--- src/pkg/fdst_defs.svh ---
/*
 * Constants of the sector transfer engine: command layout, status bits,
 * sizes. Assumes inclusion by bare name from design files.
 */
`ifndef FDST_DEFS_SVH
`define FDST_DEFS_SVH
`define FDST_CMD_LAST 4'h8
`define FDST_OP_RDATA 5'h06
`define FDST_OP_RDEL 5'h0c
`define FDST_OP_RTRK 5'h02
`define FDST_OP_WDATA 5'h05
`define FDST_B_MT 7
`define FDST_B_SK 5
`define FDST_ST1_DE 5
`define FDST_ST1_ND 2
`define FDST_ST1_MA 0
`define FDST_ST2_CM 6
`define FDST_ST2_DD 5
`define FDST_IC_OK 2'h0
`define FDST_IC_ABN 2'h1
`define FDST_SEC_BASE 15'h0080
`define FDST_SHORT_MAX 8'h80
`define FDST_RES_LAST 3'h6
`define FDST_REC_FIRST 8'h01
`endif

--- src/pkg/fdst_pkg.sv ---
/*
 * Types of the sector transfer engine. Assumes nothing.
 */
`default_nettype none
package fdst_pkg;
    typedef enum logic [2:0] {S_CMD, S_SEEK, S_SETTLE, S_SEARCH, S_MARK, S_XFER, S_CRC, S_RESULT} fdst_state_t;
    typedef enum logic [1:0] {OP_RD, OP_RDEL, OP_RTRK, OP_WR} fdst_op_t;
endpackage
`default_nettype wire

--- src/hdl/fdst_core.sv ---
/*
 * Sector data-transfer engine (read, read deleted, read track, write) and
 * its byte FIFO. Assumes a data separator on I_CLK that reports ID fields,
 * data marks, byte ticks and CRC verdicts; index and TC come from pins.
 */
// Summary of operation
// - Execution starts only after the ninth command byte is taken.
// - Load head, settle, match ID, then read the data field into FIFO.
// - After each sector the record number steps by one and continues; a control-mark sector not skipped ends the command with R unchanged.
// - TC or FIFO overrun stops delivery; sector finishes, CRC checked, end.
// - Sector length is 128 bytes shifted left by the size code.
// - Size zero with short length below 128 moves only that many bytes.
// - Two-side flag continues from side 0 onto side 1 of the cylinder.
// - Head stays loaded for the unload interval; a new command skips settling.
// - Two index pulses without the sector give code 01 and sector absent.
// - ID or data CRC error gives CRC fault, ID CRC flag if ID on reads, code 01 except read track.
// - Read data: deleted mark sets control mark; ends or is skipped by flag.
// - Read deleted data swaps the roles of the two marks.
// - Read track starts after index, reads all fields, CRC errors don't stop.
// - Read track flags sector absent when an ID differs from the command.
// - Read track without any ID by the second index after the arming one gives code 01, missing address.
// - Result record is R+1, or 01 with cylinder or head advanced at final sector.
// - Write takes FIFO bytes into the field, appends CRC, steps record.
// - TC or FIFO underrun while writing pads the field with zeros.
// - Write with bad ID CRC gives code 01 and CRC fault, then ends.
// - Optional implied seek shows drive busy and reports failure in results.
`timescale 1ns/1ps
`default_nettype none
`include "fdst_defs.svh"

////////////////////////////////////////////////////////////////////////////////
// Byte FIFO, flag outputs registered
module fdst_fifo #(parameter int W = 8, parameter int D = 8) (
    input wire logic clk,              // Clock
    input wire logic rst_n,            // Async reset
    input wire logic flush,            // Empty the buffer
    input wire logic in_valid,         // Write strobe
    input wire logic [W-1:0] in_data,  // Write data
    output logic in_ready,             // Room left
    output logic out_valid,            // Data present
    output logic [W-1:0] out_data,     // Head word
    input wire logic out_ready         // Pop strobe
);
    localparam int AW = (D > 2) ? $clog2(D) : 1;
    if (D < 2) $error("fdst_fifo depth below 2");
    logic [W-1:0] mem_q [D];
    logic [AW-1:0] wp_q, rp_q;
    logic [AW:0] cnt_q, cnt_d;
    logic push, pop;
    assign push = in_valid && in_ready;
    assign pop = out_valid && out_ready;
    assign cnt_d = cnt_q + {{AW{1'b0}}, push} - {{AW{1'b0}}, pop};
    assign out_data = mem_q[rp_q];
    // Pointers and registered flags, so full never lies to the source
    always_ff @(posedge clk or negedge rst_n) begin
        if (!rst_n) begin
            wp_q <= '0;
            rp_q <= '0;
            cnt_q <= '0;
            in_ready <= 1'b1;
            out_valid <= 1'b0;
        end else if (flush) begin
            wp_q <= '0;
            rp_q <= '0;
            cnt_q <= '0;
            in_ready <= 1'b1;
            out_valid <= 1'b0;
        end else begin
            if (push) wp_q <= (wp_q == AW'(D - 1)) ? '0 : wp_q + 1'b1;
            if (pop) rp_q <= (rp_q == AW'(D - 1)) ? '0 : rp_q + 1'b1;
            cnt_q <= cnt_d;
            in_ready <= cnt_d != (AW + 1)'(D);
            out_valid <= cnt_d != '0;
        end
    end
    // Storage
    always_ff @(posedge clk) begin
        if (push) mem_q[wp_q] <= in_data;
    end
endmodule

////////////////////////////////////////////////////////////////////////////////
module fdst_core import fdst_pkg::*; #(parameter int FIFO_DEPTH = 8) (
    input wire logic I_CLK,              // 125 MHz clock
    input wire logic I_RESETN,           // Async reset, low
    input wire logic i_CMD_VALID,        // Command byte strobe
    input wire logic [7:0] i_CMD_BYTE,   // Command byte
    output logic o_CMD_READY,            // Command phase open
    input wire logic i_DIN_VALID,        // Host write byte valid
    input wire logic [7:0] i_DIN_BYTE,   // Host write byte
    output logic o_DIN_READY,            // Write FIFO room
    output logic o_DOUT_VALID,           // Read byte for host
    output logic [7:0] o_DOUT_BYTE,      // Read byte
    input wire logic i_DOUT_READY,       // Host takes read byte
    input wire logic i_TC,               // transfer_count_end pin
    output logic o_RES_VALID,            // Result byte valid
    output logic [7:0] o_RES_BYTE,       // Result byte
    input wire logic i_RES_ACK,          // Host took result byte
    input wire logic [15:0] i_SETTLE_CYC,  // Head settle, cycles
    input wire logic [15:0] i_UNLOAD_CYC,  // Head unload, cycles
    input wire logic i_SEEK_EN,          // Implied seek enabled
    output logic o_DRIVE_BUSY,           // Seek request / busy
    output logic [7:0] o_SEEK_CYL,       // Seek target
    input wire logic i_SEEK_DONE,        // Seek finished pulse
    input wire logic i_SEEK_FAIL,        // With done: failed
    output logic o_HEAD_LOAD,            // Head loaded
    input wire logic i_INDEX_PULSE_INPUT_N,  // Index pin, low
    input wire logic i_ID_VALID,         // ID field read pulse
    input wire logic [7:0] i_ID_C,       // ID cylinder
    input wire logic [7:0] i_ID_H,       // ID head
    input wire logic [7:0] i_ID_R,       // ID record
    input wire logic [7:0] i_ID_N,       // ID size
    input wire logic i_ID_CRC_OK,        // ID CRC good
    input wire logic i_DAM_VALID,        // Data mark found pulse
    input wire logic i_DAM_DELETED,      // Mark is deleted
    input wire logic i_BYTE_TICK,        // One field byte time
    input wire logic [7:0] i_RD_BYTE,    // Disk byte on tick
    input wire logic i_DCRC_VALID,       // Data CRC verdict pulse
    input wire logic i_DCRC_OK,          // Data CRC good
    output logic o_WR_GATE,              // Writing a field
    output logic [7:0] o_WR_BYTE,        // Byte to write
    output logic o_WR_CRC                // Append CRC pulse
);
    if (FIFO_DEPTH < 2) $error("FIFO_DEPTH below 2");
    fdst_state_t state_q;
    fdst_op_t op_q;
    logic [3:0] cnt_q;
    logic mt_q, sk_q, head_q, stop_q, seen_q, go_q, noinc_q, idxn_q;
    logic [2:0] sel_q, res_i_q;
    logic [7:0] c_q, h_q, r_q, n_q, eot_q, dtl_q, st1_q, st2_q, trk_q;
    logic [1:0] ic_q;
    logic [14:0] bcnt_q, seclen, xlen;
    logic [15:0] tmr_q;
    logic idx_m_q, idx_s_q, idx_d_q, tc_m_q, tc_s_q;
    logic idx_ev, id_match, odd, sending, rd, take_last, done, fin;
    logic rf_push, rf_rdy, wf_vld, wf_pop, settled;
    logic [7:0] wf_data;
    logic [4:0] opc;

    ////////////////////////////////////////////////////////////////////////////
    // Pin synchronisers; logic reads the second stage, and the third too for the index edge
    always_ff @(posedge I_CLK or negedge I_RESETN) begin
        if (!I_RESETN) begin
            idx_m_q <= 1'b1;
            idx_s_q <= 1'b1;
            idx_d_q <= 1'b1;
            tc_m_q <= 1'b0;
            tc_s_q <= 1'b0;
        end else begin
            idx_m_q <= i_INDEX_PULSE_INPUT_N;
            idx_s_q <= idx_m_q;
            idx_d_q <= idx_s_q;
            tc_m_q <= i_TC;
            tc_s_q <= tc_m_q;
        end
    end

    // Decodes
    assign idx_ev = idx_d_q && !idx_s_q;
    assign opc = i_CMD_BYTE[4:0];
    assign seclen = `FDST_SEC_BASE << n_q[2:0];
    assign xlen = (n_q == 8'h00 && dtl_q < `FDST_SHORT_MAX) ? {7'h00, dtl_q} : seclen;
    assign id_match = i_ID_C == c_q && i_ID_H == h_q && i_ID_R == r_q && i_ID_N == n_q;
    assign odd = i_DAM_DELETED ^ (op_q == OP_RDEL);
    assign sending = bcnt_q < xlen && !stop_q;
    assign rd = op_q != OP_WR;
    assign take_last = state_q == S_CMD && i_CMD_VALID && cnt_q == `FDST_CMD_LAST;
    assign settled = head_q || tmr_q >= i_SETTLE_CYC;
    assign rf_push = state_q == S_XFER && rd && i_BYTE_TICK && sending && rf_rdy;
    assign wf_pop = state_q == S_XFER && !rd && i_BYTE_TICK && sending && wf_vld;
    // Sector finished: good data CRC on reads (any verdict on read track), CRC slot on writes, or a skip
    assign done = (state_q == S_CRC && (rd ? i_DCRC_VALID && (i_DCRC_OK || op_q == OP_RTRK) : 1'b1))
        || (state_q == S_MARK && i_DAM_VALID && op_q != OP_RTRK && odd && sk_q);
    assign fin = stop_q || noinc_q || (op_q == OP_RTRK ? trk_q + 8'h01 == eot_q
        : r_q == eot_q && !(mt_q && !h_q[0]));

    ////////////////////////////////////////////////////////////////////////////
    // Command capture and sequencing
    always_ff @(posedge I_CLK or negedge I_RESETN) begin
        if (!I_RESETN) begin
            state_q <= S_CMD;
            cnt_q <= 4'h0;
            op_q <= OP_RD;
            {mt_q, sk_q, sel_q, c_q, h_q, r_q, n_q, eot_q, dtl_q} <= '0;
            {stop_q, seen_q, go_q, noinc_q, idxn_q} <= '0;
            trk_q <= 8'h00;
            res_i_q <= 3'h0;
            bcnt_q <= 15'h0000;
        end else begin
            if (tc_s_q || (state_q == S_XFER && i_BYTE_TICK && sending && (rd ? !rf_rdy : !wf_vld)))
                stop_q <= 1'b1;
            unique case (state_q)
                S_CMD: if (i_CMD_VALID) begin
                    cnt_q <= cnt_q + 4'h1;
                    unique case (cnt_q)
                        4'h0: begin
                            mt_q <= i_CMD_BYTE[`FDST_B_MT];
                            sk_q <= i_CMD_BYTE[`FDST_B_SK];
                            if (opc == `FDST_OP_RDATA) op_q <= OP_RD;
                            else if (opc == `FDST_OP_RDEL) op_q <= OP_RDEL;
                            else if (opc == `FDST_OP_RTRK) op_q <= OP_RTRK;
                            else if (opc == `FDST_OP_WDATA) op_q <= OP_WR;
                            else cnt_q <= 4'h0;
                        end
                        4'h1: sel_q <= i_CMD_BYTE[2:0];
                        4'h2: c_q <= i_CMD_BYTE;
                        4'h3: h_q <= i_CMD_BYTE;
                        4'h4: r_q <= i_CMD_BYTE;
                        4'h5: n_q <= i_CMD_BYTE;
                        4'h6: eot_q <= i_CMD_BYTE;
                        4'h7: ;
                        default: begin
                            dtl_q <= i_CMD_BYTE;
                            cnt_q <= 4'h0;
                            {stop_q, seen_q, go_q, noinc_q, idxn_q} <= '0;
                            trk_q <= 8'h00;
                            state_q <= i_SEEK_EN ? S_SEEK : S_SETTLE;
                        end
                    endcase
                end
                S_SEEK: if (i_SEEK_DONE) state_q <= i_SEEK_FAIL ? S_RESULT : S_SETTLE;
                S_SETTLE: if (settled) state_q <= S_SEARCH;
                S_SEARCH: begin
                    if (op_q == OP_RTRK && !go_q) begin
                        if (idx_ev) go_q <= 1'b1;
                    end else if (idx_ev && idxn_q) begin
                        state_q <= S_RESULT;
                    end else if (i_ID_VALID) begin
                        seen_q <= 1'b1;
                        if (!i_ID_CRC_OK && op_q != OP_RTRK) state_q <= S_RESULT;
                        else if (op_q == OP_RTRK || id_match) state_q <= rd ? S_MARK : S_XFER;
                    end else if (idx_ev) begin
                        idxn_q <= 1'b1;
                    end
                    bcnt_q <= 15'h0000;
                end
                S_MARK: if (i_DAM_VALID && !done) begin
                    state_q <= S_XFER;
                    if (op_q != OP_RTRK && odd) noinc_q <= 1'b1;
                end
                S_XFER: if (i_BYTE_TICK) begin
                    bcnt_q <= bcnt_q + 15'h0001;
                    if (bcnt_q == seclen - 15'h0001) state_q <= S_CRC;
                end
                S_CRC: if (rd && i_DCRC_VALID && !done) state_q <= S_RESULT;
                S_RESULT: if (o_RES_VALID && i_RES_ACK) begin
                    res_i_q <= res_i_q + 3'h1;
                    if (res_i_q == `FDST_RES_LAST) state_q <= S_CMD;
                end
            endcase
            // Next sector address and the result-phase ID
            if (done) begin
                idxn_q <= 1'b0;
                trk_q <= trk_q + 8'h01;
                state_q <= fin ? S_RESULT : S_SEARCH;
                if (!noinc_q) begin
                    if (r_q == eot_q) begin
                        r_q <= `FDST_REC_FIRST;
                        if (mt_q) h_q <= {h_q[7:1], ~h_q[0]};
                        if (!(mt_q && !h_q[0])) c_q <= c_q + 8'h01;
                    end else begin
                        r_q <= r_q + 8'h01;
                    end
                end
            end
            if (state_q != S_RESULT && state_q != S_CMD) res_i_q <= 3'h0;
        end
    end

    ////////////////////////////////////////////////////////////////////////////
    // Status registers: flags set during execution, cleared as the ninth command byte is taken
    always_ff @(posedge I_CLK or negedge I_RESETN) begin
        if (!I_RESETN) begin
            ic_q <= `FDST_IC_OK;
            st1_q <= 8'h00;
            st2_q <= 8'h00;
        end else if (take_last) begin
            ic_q <= `FDST_IC_OK;
            st1_q <= 8'h00;
            st2_q <= 8'h00;
        end else begin
            if (state_q == S_SEEK && i_SEEK_DONE && i_SEEK_FAIL) ic_q <= `FDST_IC_ABN;
            if (state_q == S_SEARCH && idx_ev && idxn_q && (go_q || op_q != OP_RTRK)) begin
                ic_q <= `FDST_IC_ABN;
                if (op_q == OP_RTRK && !seen_q) st1_q[`FDST_ST1_MA] <= 1'b1;
                else if (op_q != OP_RTRK) st1_q[`FDST_ST1_ND] <= 1'b1;
            end
            if (state_q == S_SEARCH && i_ID_VALID && (op_q != OP_RTRK || go_q)) begin
                if (!i_ID_CRC_OK) begin
                    st1_q[`FDST_ST1_DE] <= 1'b1;
                    if (rd) st2_q[`FDST_ST2_DD] <= 1'b1;
                    if (op_q != OP_RTRK) ic_q <= `FDST_IC_ABN;
                end
                if (op_q == OP_RTRK && !id_match) st1_q[`FDST_ST1_ND] <= 1'b1;
            end
            if (state_q == S_MARK && i_DAM_VALID && op_q != OP_RTRK && odd) st2_q[`FDST_ST2_CM] <= 1'b1;
            if (state_q == S_CRC && rd && i_DCRC_VALID && !i_DCRC_OK) begin
                st1_q[`FDST_ST1_DE] <= 1'b1;
                if (op_q != OP_RTRK) ic_q <= `FDST_IC_ABN;
            end
        end
    end

    ////////////////////////////////////////////////////////////////////////////
    // Shared timer: settle count while loading, unload count while idle
    always_ff @(posedge I_CLK or negedge I_RESETN) begin
        if (!I_RESETN) begin
            tmr_q <= 16'h0000;
            head_q <= 1'b0;
        end else begin
            if ((state_q == S_SETTLE && !head_q) || ((state_q == S_CMD || state_q == S_RESULT) && head_q))
                tmr_q <= tmr_q + 16'h0001;
            else
                tmr_q <= 16'h0000;
            if (state_q == S_SETTLE && settled) head_q <= 1'b1;
            else if ((state_q == S_CMD || state_q == S_RESULT) && head_q && tmr_q >= i_UNLOAD_CYC) begin
                head_q <= 1'b0;
                tmr_q <= 16'h0000;
            end
        end
    end

    ////////////////////////////////////////////////////////////////////////////
    // Registered outputs; result bytes are muxed one cycle ahead
    always_ff @(posedge I_CLK or negedge I_RESETN) begin
        if (!I_RESETN) begin
            {o_CMD_READY, o_RES_VALID, o_DRIVE_BUSY, o_HEAD_LOAD, o_WR_GATE, o_WR_CRC} <= '0;
            {o_RES_BYTE, o_SEEK_CYL, o_WR_BYTE} <= '0;
        end else begin
            o_CMD_READY <= state_q == S_CMD;
            o_RES_VALID <= state_q == S_RESULT && !(o_RES_VALID && i_RES_ACK);
            unique case (res_i_q)
                3'h0: o_RES_BYTE <= {ic_q, 3'h0, sel_q};
                3'h1: o_RES_BYTE <= st1_q;
                3'h2: o_RES_BYTE <= st2_q;
                3'h3: o_RES_BYTE <= c_q;
                3'h4: o_RES_BYTE <= h_q;
                3'h5: o_RES_BYTE <= r_q;
                default: o_RES_BYTE <= n_q;
            endcase
            o_DRIVE_BUSY <= state_q == S_SEEK && !i_SEEK_DONE;
            o_SEEK_CYL <= c_q;
            o_HEAD_LOAD <= head_q || (state_q == S_SETTLE && settled);
            o_WR_GATE <= !rd && (state_q == S_XFER || state_q == S_SEARCH && i_ID_VALID && id_match && i_ID_CRC_OK);
            if (!rd && state_q == S_XFER && i_BYTE_TICK)
                o_WR_BYTE <= wf_pop ? wf_data : 8'h00;
            o_WR_CRC <= !rd && state_q == S_XFER && i_BYTE_TICK && bcnt_q == seclen - 15'h0001;
        end
    end

    // Read path: disk to host; write path: host to disk
    fdst_fifo #(.W(8), .D(FIFO_DEPTH)) u_rd_fifo (.clk(I_CLK), .rst_n(I_RESETN), .flush(take_last),
        .in_valid(rf_push), .in_data(i_RD_BYTE), .in_ready(rf_rdy), .out_valid(o_DOUT_VALID),
        .out_data(o_DOUT_BYTE), .out_ready(i_DOUT_READY));
    fdst_fifo #(.W(8), .D(FIFO_DEPTH)) u_wr_fifo (.clk(I_CLK), .rst_n(I_RESETN), .flush(1'b0),
        .in_valid(i_DIN_VALID), .in_data(i_DIN_BYTE), .in_ready(o_DIN_READY), .out_valid(wf_vld),
        .out_data(wf_data), .out_ready(wf_pop));
endmodule
`default_nettype wire

--- config.mk ---
export PLATFORM = sky130hd
export DESIGN_NAME = fdst_core
export DESIGN_NICKNAME = d
export VERILOG_FILES = /design/src/pkg/fdst_pkg.sv /design/src/hdl/fdst_core.sv
export VERILOG_INCLUDE_DIRS = /design/src /design/src/pkg
export SDC_FILE = /design/constraint.sdc
export NUM_CORES = 1
export LEC_CHECK = 0
export BUFFER_PORTS_ARGS = -buffer_cell sky130_fd_sc_hd__clkbuf_2
export CAP_MARGIN = 20
export CORE_MARGIN = 1
export CORE_UTILIZATION = 44
export CTS_BUF_LIST = sky130_fd_sc_hd__clkbuf_8
export DETAILED_ROUTE_END_ITERATION = 10
export PLACE_DENSITY = 0.74
export SYNTH_ARGS = -nofsm -noshare
export SYNTH_HDL_FRONTEND = slang
export SYNTH_HIERARCHICAL = 1
export SYNTH_SLANG_ARGS = --single-unit
--- constraint.sdc ---
create_clock -name I_CLK -period 10.68 [get_ports I_CLK]
set_input_delay 0.534 -clock I_CLK [delete_from_list [all_inputs] [get_ports I_CLK]]
set_output_delay 0.534 -clock I_CLK [all_outputs]
set_load 0.02 [all_outputs]
==> results.py <==
metrics = {
    "cells_and_area": {
        "layout-drive-gt1-share_pct": 20.6,
        "final_cells": 1960,
        "post-route-util_pct": 51.0,
        "syn_to_final_growth_pct": 13.9,
        "finalNetCount": 1649,
    },
    "placed_design": {
        "place_hpwl_mm": 25.5,
        "port_buffers": 145,
        "place_congestion": 0.931,
        "dp_cells": 1864,
    },
    "floorplanning": {
        "die_area_mm2": 0.0359,
        "ioPinCount": 146,
        "initial_core_util_pct": 44.8,
        "rows": 68,
        "die_h_um": 189,
        "die_x_um": 189,
        "core-area_mm2": 0.0345,
    },
    "clocking": {
        "hold_buffers": 1,
        "cts_tree": "done",
        "path_clk_slew_ps": 70,
        "clock-sinks": 304,
        "cts_buffer_depth": 3,
        "root_buffer": "clkbuf_8",
        "postCtsSetupBuffers": 0,
        "cts_resized": 0,
        "cts.htree.levels": 2,
        "cts_buffers": 50,
        "clkLatencyLatePin_ps": 570,
    },
    "detailed_routing": {
        "vias_per_cell": 5.56,
        "detail-route-antenna-nets": 0,
        "avgRoutedWirePerCell_um": 18.5,
        "drt_iter0_markers": 856,
        "first_pass_iters": 6,
        "routed_wl_mm": 36.2,
        "num_vias": 10900,
        "drc": 0,
    },
    "hold_path": {
        "min_from": "i_INDEX_PULSE_INPUT_N",
        "holdCritPathClass": "in -> reg",
        "hold_depth": 1,
    },
    "power_and_ir_drop": {
        "ir_drop_v": 0.000105,
        "p_leak_nw": 7.69,
        "power.density_mw_per_mm2": 188,
    },
    "yosys": {
        "avgSynthCellArea_um2": 11.8,
        "synth_largest_area_cell": "dfrtp_1",
        "synth_fp_nets": 1493,
        "synthArstFlopShare_pct": 57.9,
        "yosys-top-cells-area": "dfrtp_1 28%, edfxtp_1 25%, ha_1 6.2%",
        "synth-edff-count": 128,
        "yosysSeqAreaShare_pct": 53.4,
        "synth_top_cell_area_share_pct": 27.7,
        "ys_types": 76,
        "synth.most_common_cell": "dfrtp_1",
        "ys.flop_type": "dfrtp_1",
        "synth_cells": 1308,
        "synth_area_mm2": 0.0155,
        "synth-seq-cells": 304,
        "synthTopCellsByCount": "171 x dfrtp_1, 128 x edfxtp_1, 112 x nand2_1",
        "yosysWarnings": 6,
    },
    "timing": {
        "setup_viol": 0,
        "clock_skew_ps": 25.3,
        "max_freq_mhz": 189,
        "maxSlewHeadroom_pct": 32.1,
        "post-route-min-period_ps": 5280,
        "tns_ps": 0,
        "period_share_pct": 49.4,
        "hold_viol": 0,
        "rsz0062_at_grt": "false",
        "tightest_slew_ps": 1020,
        "finalMaxSlewViolations": 0,
    },
    "critical_path": {
        "critical_path_arrival_ps": 5730,
        "worstSetupPathType": "reg -> reg",
        "end_kind": "register",
        "crit_start": "n_q[2]$_DFFE_PN0P_",
        "path_max_fanout": 20,
        "worstSetupStartpointType": "register",
        "cp_slowest_stage_delay_ps": 710,
        "reg2reg_from": "n_q[2]$_DFFE_PN0P_",
        "crit_family": "simple AND/OR/NAND/NOR gates",
        "crit_chain": "nor3_1 > inv_1 > nor2_1 > nand2_1 > ha_1 > a21o_1 > a21o_1 > a21oi_1 > a211oi_1 > nor3_2 > nand2_1 > inv_1 > ha_1 > inv_1 > ha_1 > fa_1 > or3_1 > o31a_1",
        "critical_path_buf_inv_count": 3,
        "cp_num_cells": 18,
        "r2r_cells": 18,
        "crit_required_ps": 11130,
        "crit_path_top_delay_cell": "nor3_2",
        "reg2reg_slack_ps": 5400,
    },
    "flow_run": {
        "cap_violations": 0,
    },
    "global_route": {
        "grt_pass1_vias": 10900,
        "track_usage_pct": 20.6,
        "grt_overflow_total": 0,
        "antenna_found_initial": 2,
        "grt_pass1_wl_mm": 58.3,
        "grt_max_degree": 66,
    },
    "outcome": {
        "status": "complete, no violations",
    },
}
## state kept, by name, summed over array words and instances (netlist names), 15 cells and up
register,flops
u_rd_fifo/mem_q,64
bcnt_q,15
tmr_q,16
u_wr_fifo/mem_q,64
## cell families after synthesis
| group | synth area share, % |
|---|---|
| xor gates and xnor gates | 4.87 |
| and+or+nand+nor | 13.7 |
| buffers and inverters | 3.27 |
| AOI/OAI and AO/OA | 9.05 |
| adders and majority gates | 6.49 |
| DFF | 53.4 |
| other | 0.0243 |
| muxes | 9.19 |
## path summary, 6_finish.rpt
kind	to
min in group asynchronous	bcnt_q[11]$_DFFE_PN0P_
max in group asynchronous	n_q[4]$_DFFE_PN0P_
worst max-delay path	u_wr_fifo/out_valid$_DFF_PN0_
worst max register to register	u_wr_fifo/out_valid$_DFF_PN0_
worst min register to register	tc_s_q$_DFF_PN0_
worst min-delay path	idx_m_q$_DFF_PN1_
## cell usage in the layout, fill, tap and decap left out, types with 12 or more instances in the layout
master	instances
clkbuf_8	67
nand2_1	112
nor2_1	110
inv_1	82
a21oi_1	60
o21ai_0	48
nand4_1	23
and3_1	20
clkbuf_2	144
nor2b_1	14
mux4_1	24
xnor2_1	53
nor3b_1	13
mux2_2	40
dfrtp_1	171
edfxtp_1	128
nor3_1	17
a21o_1	12
nand2b_1	12
nand3_1	38
xor2_1	33
ha_1	77
## metrics by stage
| step | cell area, µm² | worst slack (ps) | power, mW | hold WS, ps |
|---|---|---|---|---|
| 6_report | 17600 | 5400 | 3.32 | 57.5 |
| 5_1_grt | 17600 | 4930 | 3.50 | 27.7 |
| 4_1_cts | 17600 | 5440 | 3.35 | 18.0 |
| 3_5_place_dp | 16600 | 5470 | 2.33 | 336 |
| 3_3_place_gp | 16600 | 5710 | 2.30 | 338 |
| 2_1_floorplan | 15500 | 6280 | 2.08 | 238 |
## power breakdown
group / leakage (nW) / total [mW] / internal (mW) / switching (mW)
clock: 0.598 / 1.00 / 0.551 / 0.451
combinational: 3.63 / 0.785 / 0.362 / 0.423
sequential: 3.46 / 1.53 / 1.35 / 0.187
## cell type report
class                           instances  area, µm²
Fill cell                            3025      16900
Tap cell                              455        569
Timing Repair Buffer                  155        811
Sequential cell                       304       8250
Clock buffer                           66        908
Multi-Input combinational cell        887       6710
Inverter                               66        249
Clock inverter                         26        110
Antenna cell                            1       2.50
## layer usage
layer	routed length (µm)	part of all wire [%]	track usage (%)	up-vias
met5	13	0.036	0	-
met4	1030	2.8	6.92	2
met3	2420	6.7	4.06	77
met2	17000	47	33.6	376
met1	15700	43	27.4	5321
li1	-	-	-	5118
(Power assumes the default switching activity.)
